[src/pkg/bcm_pkg.sv]
/*
 * constants, types and record layout of the breaker clearing time monitor.
 * assumes a 100 mhz processing clock shared by the trip unit logic.
 */
package bcm_pkg;
	// ----------------------------------------------------------------
	// timing
	// ----------------------------------------------------------------
	localparam int unsigned CLK_PERIOD_NS    = 10;
	localparam int unsigned TICK_US          = 10;
	localparam int unsigned TICK_CYC         = TICK_US * 1000 / CLK_PERIOD_NS;
	localparam int unsigned SLOW_LIMIT_MS    = 33;
	localparam logic [15:0] SLOW_LIMIT_TICKS = 16'(SLOW_LIMIT_MS * 1000 / TICK_US);
	localparam logic [15:0] TIME_MAX         = 16'hffff;
	localparam int unsigned NREC             = 8;
	localparam int unsigned NPOLE            = 3;
	localparam int unsigned NFAULT           = 6;
	localparam logic [15:0] CNT_RESET        = 16'h0000;

	// ----------------------------------------------------------------
	// types
	// ----------------------------------------------------------------
	typedef struct packed {
		logic [4:0][15:0] cur;   // phase a, b, c, neutral, ground fault
		logic [31:0]      stamp; // time of day and date
		logic [2:0][15:0] ctime; // clearing time per pole, 10 us ticks
	} bcm_rec_s;

	typedef enum logic [1:0] {
		TM_IDLE   = 2'b00,
		TM_TIMING = 2'b01,
		TM_STORE  = 2'b11
	} bcm_tstate_e;

	typedef enum logic [1:0] {
		VW_MAIN  = 2'b00,
		VW_ALARM = 2'b01,
		VW_OTHER = 2'b11,
		VW_HIST  = 2'b10
	} bcm_view_e;
endpackage : bcm_pkg

[src/pkg/bcm_hist_if.sv]
/*
 * carrier between the monitor and its trip history store.
 * assumes both ends run on the same clock.
 */
`timescale 1ns/1ps
`default_nettype none
interface bcm_hist_if;
	logic             wr;
	bcm_pkg::bcm_rec_s wdata;
	logic             clr;
	logic             busy;
	logic [2:0]       rd_ofs;
	bcm_pkg::bcm_rec_s rdata;
	logic [3:0]       count;

	modport store (input wr, wdata, clr, rd_ofs, output busy, rdata, count);
	modport ctl   (output wr, wdata, clr, rd_ofs, input busy, rdata, count);
endinterface : bcm_hist_if
`default_nettype wire

[src/hw/bcm_monitor.sv]
/*
 * breaker clearing time monitor: times the mechanism after our own trip
 * pulse, flags a slow mechanism, keeps trip history and self-test health.
 * assumes trip pulse, buttons, currents and zero flags come from logic on
 * clk_in; the limit switch and the fault lines are pins and get synchronised.
 */
// How it works
// - timer starts on our trip pulse
// - only own trips are timed
// - above 33 ms sets slow alarm
// - alarm shown only after display request
// - zero method: one time per pole
// - limit method: switch change, one time
// - slow trip may latch segregated relay
// - alarm clears only on clear command
// - next: next alarm, else main view
// - keep eight latest trips, drop oldest
// - record holds currents and time stamp
// - review latest first, previous steps back
// - clear history erases all records
// - background tests drop health output
// - six fault sources count as internal
`timescale 1ns/1ps
`default_nettype none
module bcm_monitor #(
	parameter int unsigned TICK_CYC = bcm_pkg::TICK_CYC
) (
	input  wire logic             clk_in,
	input  wire logic             resetn_in,
	input  wire logic             trip_pulse_in,
	input  wire logic             method_limit_in,
	input  wire logic [2:0]       pole_zero_in,
	input  wire logic             limit_sw_in,
	input  wire logic [4:0][15:0] cur_in,
	input  wire logic [31:0]      stamp_in,
	input  wire logic             fv_on_slow_in,
	input  wire logic             relay_release_in,
	input  wire logic             display_req_in,
	input  wire logic             clear_alarm_in,
	input  wire logic             next_in,
	input  wire logic             other_alarm_in,
	input  wire logic             review_in,
	input  wire logic             prev_in,
	input  wire logic             exit_in,
	input  wire logic             clear_hist_in,
	input  wire logic [5:0]       fault_in,
	output logic                  segregated_trip_relay_out,
	output logic                  slow_alarm_out,
	output logic [1:0]            view_out,
	output logic                  timing_out,
	output logic [4:0][15:0]      rec_cur_out,
	output logic [31:0]           rec_stamp_out,
	output logic [2:0][15:0]      rec_time_out,
	output logic [2:0]            rec_ofs_out,
	output logic [3:0]            hist_count_out,
	output logic                  hist_busy_out,
	output logic                  health_ok_out
);
	// ----------------------------------------------------------------
	// pin synchronisers
	// ----------------------------------------------------------------
	logic [6:0] sync1_q;
	logic [6:0] sync2_q;
	logic       lim_s;
	logic [5:0] fault_s;

	always_ff @(posedge clk_in) begin
		if (!resetn_in) begin
			sync1_q <= 7'h00;
			sync2_q <= 7'h00;
		end else begin
			sync1_q <= {limit_sw_in, fault_in};
			sync2_q <= sync1_q;
		end
	end
	assign lim_s   = sync2_q[6];
	assign fault_s = sync2_q[5:0];

	// ----------------------------------------------------------------
	// clearing timer
	// ----------------------------------------------------------------
	bcm_hist_if hist ();

	bcm_pkg::bcm_tstate_e st_q;
	logic [15:0]          tick_cnt_q;
	logic [15:0]          elapsed_q;
	logic [2:0]           done_q;
	logic [2:0][15:0]     ptime_q;
	logic                 lim_ref_q;
	logic [4:0][15:0]     cap_cur_q;
	logic [31:0]          cap_stamp_q;
	logic                 tick;
	logic                 timeout;
	logic                 lim_moved;
	logic                 start;
	logic                 slow_now;
	logic                 slow_evt;

	assign tick      = tick_cnt_q == 16'(TICK_CYC - 1);
	assign timeout   = elapsed_q == bcm_pkg::TIME_MAX;
	assign lim_moved = lim_s != lim_ref_q;
	// only our own pulse opens a measurement
	assign start     = st_q == bcm_pkg::TM_IDLE && trip_pulse_in;
	assign slow_now  = (ptime_q[0] > bcm_pkg::SLOW_LIMIT_TICKS) ||
	                   (ptime_q[1] > bcm_pkg::SLOW_LIMIT_TICKS) ||
	                   (ptime_q[2] > bcm_pkg::SLOW_LIMIT_TICKS);
	assign slow_evt  = hist.wr && slow_now;

	always_ff @(posedge clk_in) begin
		if (!resetn_in) begin
			st_q       <= bcm_pkg::TM_IDLE;
			tick_cnt_q <= bcm_pkg::CNT_RESET;
			elapsed_q  <= bcm_pkg::CNT_RESET;
			done_q     <= 3'h0;
			ptime_q    <= '0;
			lim_ref_q  <= 1'b0;
		end else begin
			case (st_q)
				bcm_pkg::TM_IDLE: begin
					// timer starts with the trip pulse
					if (start) begin
						st_q       <= bcm_pkg::TM_TIMING;
						tick_cnt_q <= bcm_pkg::CNT_RESET;
						elapsed_q  <= bcm_pkg::CNT_RESET;
						done_q     <= 3'h0;
						ptime_q    <= '0;
						lim_ref_q  <= lim_s;
					end
				end
				bcm_pkg::TM_TIMING: begin
					tick_cnt_q <= tick ? bcm_pkg::CNT_RESET : 16'(tick_cnt_q + 16'h1);
					if (tick && !timeout)
						elapsed_q <= 16'(elapsed_q + 16'h1);
					if (timeout) begin
						// a stuck mechanism still yields a record, saturated
						for (int i = 0; i < 3; i++) begin
							if (!done_q[i])
								ptime_q[i] <= elapsed_q;
						end
						done_q <= 3'h7;
					end else if (method_limit_in) begin
						if (lim_moved && done_q != 3'h7) begin
							ptime_q[0] <= elapsed_q;
							done_q     <= 3'h7;
						end
					end else begin
						// each pole stops on its zero
						for (int i = 0; i < 3; i++) begin
							if (!done_q[i] && pole_zero_in[i]) begin
								ptime_q[i] <= elapsed_q;
								done_q[i]  <= 1'b1;
							end
						end
					end
					if (done_q == 3'h7)
						st_q <= bcm_pkg::TM_STORE;
				end
				bcm_pkg::TM_STORE: begin
					if (!hist.busy)
						st_q <= bcm_pkg::TM_IDLE;
				end
				default: st_q <= bcm_pkg::TM_IDLE;
			endcase
		end
	end

	// currents and stamp caught at the trip
	always_ff @(posedge clk_in) begin
		if (!resetn_in) begin
			cap_cur_q   <= '0;
			cap_stamp_q <= 32'h0000_0000;
		end else if (start) begin
			cap_cur_q   <= cur_in;
			cap_stamp_q <= stamp_in;
		end
	end

	// times travel inside the trip record
	assign hist.wr    = st_q == bcm_pkg::TM_STORE && !hist.busy;
	assign hist.wdata = '{cur: cap_cur_q, stamp: cap_stamp_q, ctime: ptime_q};

	bcm_trip_store #(.DEPTH(bcm_pkg::NREC)) u_store (
		.clk_in    (clk_in),
		.resetn_in (resetn_in),
		.hist      (hist)
	);

	// ----------------------------------------------------------------
	// alarm, relay and operator views
	// ----------------------------------------------------------------
	bcm_pkg::bcm_view_e view_q;
	logic               alarm_q;
	logic               relay_q;
	logic [2:0]         ofs_q;
	logic               clr_alarm;
	logic               can_prev;

	assign clr_alarm  = view_q == bcm_pkg::VW_ALARM && clear_alarm_in;
	assign can_prev   = 4'(ofs_q) + 4'h1 < hist.count;
	assign hist.clr   = view_q == bcm_pkg::VW_MAIN && clear_hist_in && !hist.busy;
	assign hist.rd_ofs = ofs_q;

	always_ff @(posedge clk_in) begin
		if (!resetn_in) begin
			alarm_q <= 1'b0;
			relay_q <= 1'b0;
		end else begin
			// set wins, clear only by command
			alarm_q <= slow_evt || (alarm_q && !clr_alarm);
			// latching relay on a slow trip when enabled
			relay_q <= (slow_evt && fv_on_slow_in) || (relay_q && !relay_release_in);
		end
	end

	always_ff @(posedge clk_in) begin
		if (!resetn_in) begin
			view_q <= bcm_pkg::VW_MAIN;
			ofs_q  <= 3'h0;
		end else if (display_req_in) begin
			view_q <= alarm_q ? bcm_pkg::VW_ALARM : bcm_pkg::VW_MAIN;
		end else begin
			case (view_q)
				bcm_pkg::VW_ALARM: begin
					if (next_in || clr_alarm)
						view_q <= other_alarm_in ? bcm_pkg::VW_OTHER : bcm_pkg::VW_MAIN;
				end
				bcm_pkg::VW_OTHER: begin
					if (next_in)
						view_q <= bcm_pkg::VW_MAIN;
				end
				bcm_pkg::VW_MAIN: begin
					// review opens on the latest trip
					if (review_in && hist.count != 4'h0) begin
						view_q <= bcm_pkg::VW_HIST;
						ofs_q  <= 3'h0;
					end
				end
				bcm_pkg::VW_HIST: begin
					if (exit_in || hist.busy)
						view_q <= bcm_pkg::VW_MAIN;
					else if (prev_in && can_prev)
						ofs_q <= 3'(ofs_q + 3'h1);
				end
				default: view_q <= bcm_pkg::VW_MAIN;
			endcase
		end
	end

	// ----------------------------------------------------------------
	// registered outputs
	// ----------------------------------------------------------------
	always_ff @(posedge clk_in) begin
		if (!resetn_in) begin
			segregated_trip_relay_out <= 1'b0;
			slow_alarm_out            <= 1'b0;
			view_out                  <= bcm_pkg::VW_MAIN;
			timing_out                <= 1'b0;
			rec_cur_out               <= '0;
			rec_stamp_out             <= 32'h0000_0000;
			rec_time_out              <= '0;
			rec_ofs_out               <= 3'h0;
			hist_count_out            <= 4'h0;
			hist_busy_out             <= 1'b0;
			health_ok_out             <= 1'b0;
		end else begin
			segregated_trip_relay_out <= relay_q;
			slow_alarm_out            <= alarm_q && view_q == bcm_pkg::VW_ALARM;
			view_out                  <= view_q;
			timing_out                <= st_q == bcm_pkg::TM_TIMING;
			rec_cur_out               <= hist.rdata.cur;
			rec_stamp_out             <= hist.rdata.stamp;
			rec_time_out              <= hist.rdata.ctime;
			rec_ofs_out               <= ofs_q;
			hist_count_out            <= hist.count;
			hist_busy_out             <= hist.busy;
			// any of six faults drops health
			health_ok_out             <= fault_s == 6'h00;
		end
	end
endmodule : bcm_monitor
`default_nettype wire

[src/hw/bcm_trip_store.sv]
/*
 * ring of the most recent trip records, held in flip-flops.
 * assumes writes and clears come as one-cycle pulses from the monitor.
 */
`timescale 1ns/1ps
`default_nettype none
module bcm_trip_store #(
	parameter int unsigned DEPTH = bcm_pkg::NREC
) (
	input  wire logic    clk_in,
	input  wire logic    resetn_in,
	bcm_hist_if.store    hist
);
	bcm_pkg::bcm_rec_s mem_q [DEPTH];
	logic [2:0]        wp_q;
	logic [3:0]        count_q;
	logic              busy_q;
	logic [2:0]        ci_q;
	logic [2:0]        rd_idx;

	// newest record sits just behind the write pointer
	assign rd_idx     = 3'(wp_q - 3'h1 - hist.rd_ofs);
	assign hist.rdata = mem_q[rd_idx];
	assign hist.busy  = busy_q;
	assign hist.count = count_q;

	// ----------------------------------------------------------------
	// ring and erase procedure
	// ----------------------------------------------------------------
	always_ff @(posedge clk_in) begin
		if (!resetn_in) begin
			wp_q    <= 3'h0;
			count_q <= 4'h0;
			busy_q  <= 1'b0;
			ci_q    <= 3'h0;
		end else if (busy_q) begin
			mem_q[ci_q] <= '0;
			ci_q        <= 3'(ci_q + 3'h1);
			if (ci_q == 3'(DEPTH - 1)) begin
				busy_q  <= 1'b0;
				wp_q    <= 3'h0;
				count_q <= 4'h0;
			end
		end else if (hist.clr) begin
			busy_q <= 1'b1;
			ci_q   <= 3'h0;
		end else if (hist.wr) begin
			mem_q[wp_q] <= hist.wdata;
			wp_q        <= 3'(wp_q + 3'h1);
			if (count_q != 4'(DEPTH))
				count_q <= 4'(count_q + 4'h1);
		end
	end
endmodule : bcm_trip_store
`default_nettype wire

[config.mk]
export PLATFORM = sky130hd
export DESIGN_NAME = bcm_monitor
export DESIGN_NICKNAME = d
export VERILOG_FILES = /design/src/pkg/bcm_pkg.sv /design/src/pkg/bcm_hist_if.sv /design/src/hw/bcm_monitor.sv /design/src/hw/bcm_trip_store.sv
export SDC_FILE = /design/constraint.sdc
export NUM_CORES = 2
export LEC_CHECK = 0
export ABC_AREA = 1
export BUFFER_PORTS_ARGS = -buffer_cell sky130_fd_sc_hd__buf_4
export CAP_MARGIN = 20
export CORE_UTILIZATION = 45
export CTS_BUF_LIST = sky130_fd_sc_hd__clkbuf_4
export CTS_CLUSTER_DIAMETER = 120
export DETAILED_ROUTE_END_ITERATION = 8
export PLACE_DENSITY_LB_ADDON = 0.2
export SYNTH_ARGS = -nofsm -noshare
export SYNTH_HDL_FRONTEND = slang
export SYNTH_SLANG_ARGS = --single-unit
export TNS_END_PERCENT = 10
[constraint.sdc]
create_clock -name clk_in -period 11.1 [get_ports clk_in]
set_input_delay 2.22 -clock clk_in [delete_from_list [all_inputs] [get_ports clk_in]]
set_output_delay 2.22 -clock clk_in [all_outputs]
set_load 0.1 [all_outputs]
After elaboration in Yosys (flattened, before gate mapping)
Memories as Yosys holds them, arrays and structs flattened. A register that Yosys moved wholly into a read port is not among the register bits.
Cells that the tools add are included.
{ "totals": {"output_inout_bits": 174, "memories": 1, "ff_bits": 244, "in_bits": 136, "ramBits": 1280, "wordCells": 205, "romBits": 0, "latch_bits": 0} }
{ "memory_table": {"columns": ["memory", "depth", "word_bits", "rd", "rd_clocked_by_memory_dff", "wr", "line", "source"], "rows": [
  ["u_store.mem_q", 8, 160, 1, 1, 1, "bcm_trip_store.sv:14", "bcm_pkg::bcm_rec_s mem_q [DEPTH];"]
]} }
{ "classes": {"mul": 0, "n_eq_ne": 35, "n_bitwise": 1, "n_reduce_logical": 55, "n_shift": 0, "div": 0, "add_sub_neg": 9, "n_lt_le_gt_ge": 4, "n_mux": 66} }
{ "op_table": {"columns": ["operator", "n"], "rows": [
  ["16-bit two-way mux", 11],
  ["160-bit two-way mux", 1],
  ["160-bit OR reduction", 1],
  ["48-bit two-way mux", 2],
  ["48-bit case mux with 2 select lines", 1],
  ["16-bit case mux with 2 select lines", 2],
  ["16-bit by 12-bit > comparator with 1-bit output, second input constant", 3],
  ["3-bit two-way mux", 14],
  ["16-bit by 1-bit adder with 16-bit output, second input constant", 2],
  ["32-bit two-way mux", 1],
  ["3-bit != test, second input constant", 10],
  ["4-bit two-way mux", 5],
  ["4-bit != test, second input constant", 5],
  ["4-bit AND reduction", 5],
  ["5-bit AND reduction", 4],
  ["2-bit two-way mux", 9],
  ["1-bit logical AND", 17],
  ["16-bit by 10-bit equality test with 1-bit output, second input constant", 1],
  ["16-bit equality test, second input constant", 1],
  ["1-bit two-way mux", 16],
  ["2-bit != test, second input constant", 7],
  ["3-bit case mux with 2 select lines", 2],
  ["2-bit nonzero test", 5],
  ["3-bit by 1-bit adder with 3-bit output, second input constant", 3],
  ["other kinds (21)", 42]
]} }

Depth between registers and ports, before layout
{ "depth": {"depth_word": 9, "ltp_mapped": 12, "depth_no_buf": 11} }

Hierarchy
A second synthesis with hierarchy kept.
{ "unflattened": {"cells_unflattened": 6417, "hier_area_um2": 66425.0} }
{ "modules_own_cells": {"columns": ["mod", "n_inst", "cells_each", "area_per_inst_um2"], "rows": [
  ["bcm_trip_store", 1, 4554, 52331.4],
  ["bcm_monitor", 1, 1863, 14093.5]
]} }

Worst setup path after synthesis
No wires, ideal clock.
{ "synth_path": {"path_kind": "in2reg", "start": "in clear_hist_in", "end": "mem u_store.mem_q[1][0] (netlist name) (enable)", "setup_ns": 0.683, "stages": 10, "setup_slack_ns": 0.578, "arrival_time_ns": 9.838, "required_ns": 10.417, "cell_sequence": "nor3b_1 -> nor2_2 -> nand2_1 -> inv_1 -> nand2_2 -> buf_4 -> nand2_1 -> o21ai_1 -> nand2_1 -> nor2_1"} }
{ "synth_via": {"elab_chain_len": 8, "word_cells_on_any_way": 9} }
{ "synth_lines": {"columns": ["item", "line", "source"], "rows": [
  ["from (decl)", "bcm_monitor.sv:45", "input wire logic clear_hist_in,"],
  ["1-bit logical AND (*) (2 in a row)", "bcm_monitor.sv:200", "assign hist.clr = view_q == bcm_pkg::VW_MAIN && clear_hist_in && !hist.busy;"],
  ["1-bit two-way mux (*)", "bcm_trip_store.sv:44", "end else if (hist.clr) begin"],
  ["1-bit two-way mux (*)", "bcm_trip_store.sv:36", "end else if (busy_q) begin"],
  ["1-bit two-way mux (*)", "bcm_trip_store.sv:31", "if (!resetn_in) begin"],
  ["1-bit two-way mux (not written as such) (*)", "bcm_trip_store.sv:48", "mem_q[wp_q] <= hist.wdata;"],
  ["160-bit OR reduction (no source line)", null, null],
  ["3-bit two-way mux (no source line) or 1-bit two-way mux (tied branches)", null, null],
  ["to (decl)", "bcm_trip_store.sv:14", null]
]} }
Mark *: on every way between the ends. The rest lies on a longest branch, timed or not.

Final worst setup path
{ "layout_path": {"start": "in clear_hist_in", "end": "mem u_store.mem_q[0][80] (netlist name) (enable)"} }
Same word-level chain as after synthesis.

==> flow_summary.toml <==
[worst_hold_path]
hp-class = "reg2reg"
min_from = "sync2_q[4]"

[critical_path]
slowest_stage = "buf_4"
cp_num_buf_inv = 5
critPathLaunch = "clear_hist_in"
r2r_start = "view_q[1]"
startpoint_type = "input pin"
end_kind = "flip-flop"
worstPathCellList = "buf_4 > nor3b_1 > nor2_2 > nand2_1 > inv_1 > nand2_8 > nand2_1 > o21ai_0 > inv_1 > nand2_1 > nor2_4 > buf_4 > buf_4"
critPathKind = "in2reg"
critPathArrivalTime_ns = 6.14
slowest_delay_ns = 0.86
required_ns = 11.98
cp_top_family = "buffers and inverters"
crit_path_max_fanout = 81

[logic_synthesis]
syn_nets = 5564
synth.area.top_cells = "edfxtp_1 (59%), dfxtp_1 (12%), o21ai_0 (5.6%), inv_1 (4.3%), a21oi_1 (3.7%)"
synth_area_leader_cell = "edfxtp_1"
async_flop_share_pct = 0
yosys-top-cells-count = "edfxtp_1 (1,280), inv_1 (741), o21ai_0 (722)"
seq_area_frac_synth_pct = 71.7
yosysTopAreaCellShare_pct = 59.3
avgSynthCellArea_um2 = 12.0
yosys_most_used_dff = "edfxtp_1"
yosysWarnings = 0
synth.distinct_cells = 48
netlist_area_mm2 = 0.0649
synth_seq_cells = 1684
synth-edff-count = 1280
synthCells = 5415
yosysMostFrequentCell = "edfxtp_1"

[timing]
period_minus_slack_ns = 5.26
setup_viol = 0
finalCritPeriodShare_pct = 47.3
rsz0062_at_grt = "no"
slew_headroom_pct = 12.3
worst_pin_slew_ns = 1.32
holdWs_ns = 0.388
fin_ws_ns = 5.84
fin_setup_tns_ns = 0
hold_violations = 0
maxSlewViolCount = 0
fmax_ghz = 0.190
skew_ns = 0.106

[global_route]
use_met2_pct = 32.9
gr-max-usage-layer = "met2"
antenna_found_initial = 8
grt_overflow = 0
grt_pass1_wl_um = 235000
grt_use_total_pct = 20.9
grt_pass1_vias = 40271
use_met3_pct = 4.42
grt_max_degree = 264
groute.layer.met1.usage_pct = 28.9

[finish]
syn_to_final_growth_pct = 14.5
design_area_mm2 = 0.0743
fin_nets = 6021
drive_gt1_share_pct = 17.9
fin_util_pct = 52.2
fillerInstances = 12368
fin_cells = 8105

[route]
wire_per_inst_um = 19.1
drt_iter0_markers = 2934
postRouteAntennaNets = 0
wirelength_um = 154000
drtPass1Iterations = 7
viasPerCell = 5.12
num_vias = 41510
remaining_drc_errors = 0

[clocking]
clk_pin_slew_ns = 0.06
cts-resized-gates = 0
cts_root_buf = "clkbuf_4"
post-cts-setup-buffers = 0
numCtsBuffers = 437
cts_buffer_depth = 4
cts_htree_levels = 5
clock-sinks = 1684
clk_latency_ns = 1.30
holdBufCountCts = 0
cts_tree = "done"

[placement]
place_congestion = 0.796
port_buffers = 309
dp_worst_setup_slack_ns = 4.47
placed_cell_area_mm2 = 0.0687
detailed_place_hpwl_um = 82000
dp_cells = 7322

[pwr]
leakagePower_nw = 29.0
peakVddDrop_uv = 94.1
power.density_mw_per_mm2 = 180
finalPower_mw = 13.3

[floorplanning]
rows = 138
die_y_um = 382
ios = 310
die_area_mm2 = 0.146
dieWidth_um = 382
core_area_mm2 = 0.142
initial_core_util_pct = 45.6

[flow_run]
maxCapViolations = 0

[run_status]
status = "completed"
## final timing paths
| check | end | slack [ns] | cells after the start |
|---|---|---|---|
| worst min register to register | health_ok_out | 0.39 | 1 |
| worst max-delay path | u_store.mem_q[0][80] | 5.84 | 13 |
| worst max register to register | u_store.mem_q[0][80] | 6.50 | 11 |
| worst min-delay path | health_ok_out | 0.39 | 1 |
## cells by family after synthesis
| group | synth area share, % |
|---|---|
| AO/OA/AOI/OAI | 13.4 |
| XOR/XNOR | 0.135 |
| adder cells (fa/ha/maj) | 0.262 |
| buffers and inverters | 6.60 |
| flip-flops | 71.7 |
| multiplexers | 2.47 |
| AND/OR/NAND/NOR | 5.37 |
## per-layer routing
| layer | wire [um] | vias to the layer above |
|---|---|---|
| li1 | - | 20146 |
| met1 | 70700 | 19943 |
| met2 | 71800 | 1188 |
| met3 | 9060 | 231 |
| met4 | 2850 | 2 |
| met5 | 13 | - |
## worst reg2reg max path, stage by stage (launching register included)
cell and delay, ns:
dfxtp_1 0.34, nor3b_1 0.32, nor2_2 0.12, nand2_1 0.14
inv_1 0.14, nand2_8 0.49, o21ai_0 0.31, inv_1 0.14
nand2_1 0.15, nor2_4 0.36, buf_4 0.70, buf_4 0.93
## report_power, final
group	internal, mW	switching [mW]	total (mW)
sequential	6.87	0.0820	6.95
clock	2.80	2.43	5.24
combinational	0.260	0.885	1.14
## layout by cell type, fill, tap and decap left out, drive strengths merged, types with 2 or more instances in the layout
| cell type | instances |
|---|---|
| buf | 351 |
| diode | 3 |
| bufinv | 3 |
| a32o | 2 |
| edfxtp | 1280 |
| inv | 756 |
| nand3 | 55 |
| nor3 | 20 |
| ha | 12 |
| nand3b | 3 |
| or2 | 2 |
| o21ai | 796 |
| dfxtp | 404 |
| clkbuf | 669 |
| a21oi | 482 |
| xor2 | 9 |
| o211ai | 161 |
| a31oi | 164 |
| nor3b | 4 |
| mux2i | 160 |
| a31o | 2 |
| nand2 | 404 |
| nor4 | 2 |
| nand4 | 11 |
| nor2 | 349 |
| clkinv | 103 |
## state kept, by name, indices dropped and copies added (netlist names), 7 cells and up
name	cells
u_store.mem_q	1280
rec_time_out	48
rec_stamp_out	32
tick_cnt_q	16
hist.wdata	48
sync2_q	7
sync1_q	7
cap_cur_q	80
elapsed_q	16
rec_cur_out	80
cap_stamp_q	32
## final cells by class
class	instances	area (um2)	share of cell area (%)
tap	1890	2360	3.18
antenna	3	7.51	0.0101
sequential	1684	46500	62.7
multi-input combinational	2646	14200	19.1
timing repair buffer	351	2810	3.79
clock buffer	669	5020	6.76
inverter	752	2840	3.82
clock inverter	110	529	0.713
Note: power is estimated with default switching activity, not from simulation.
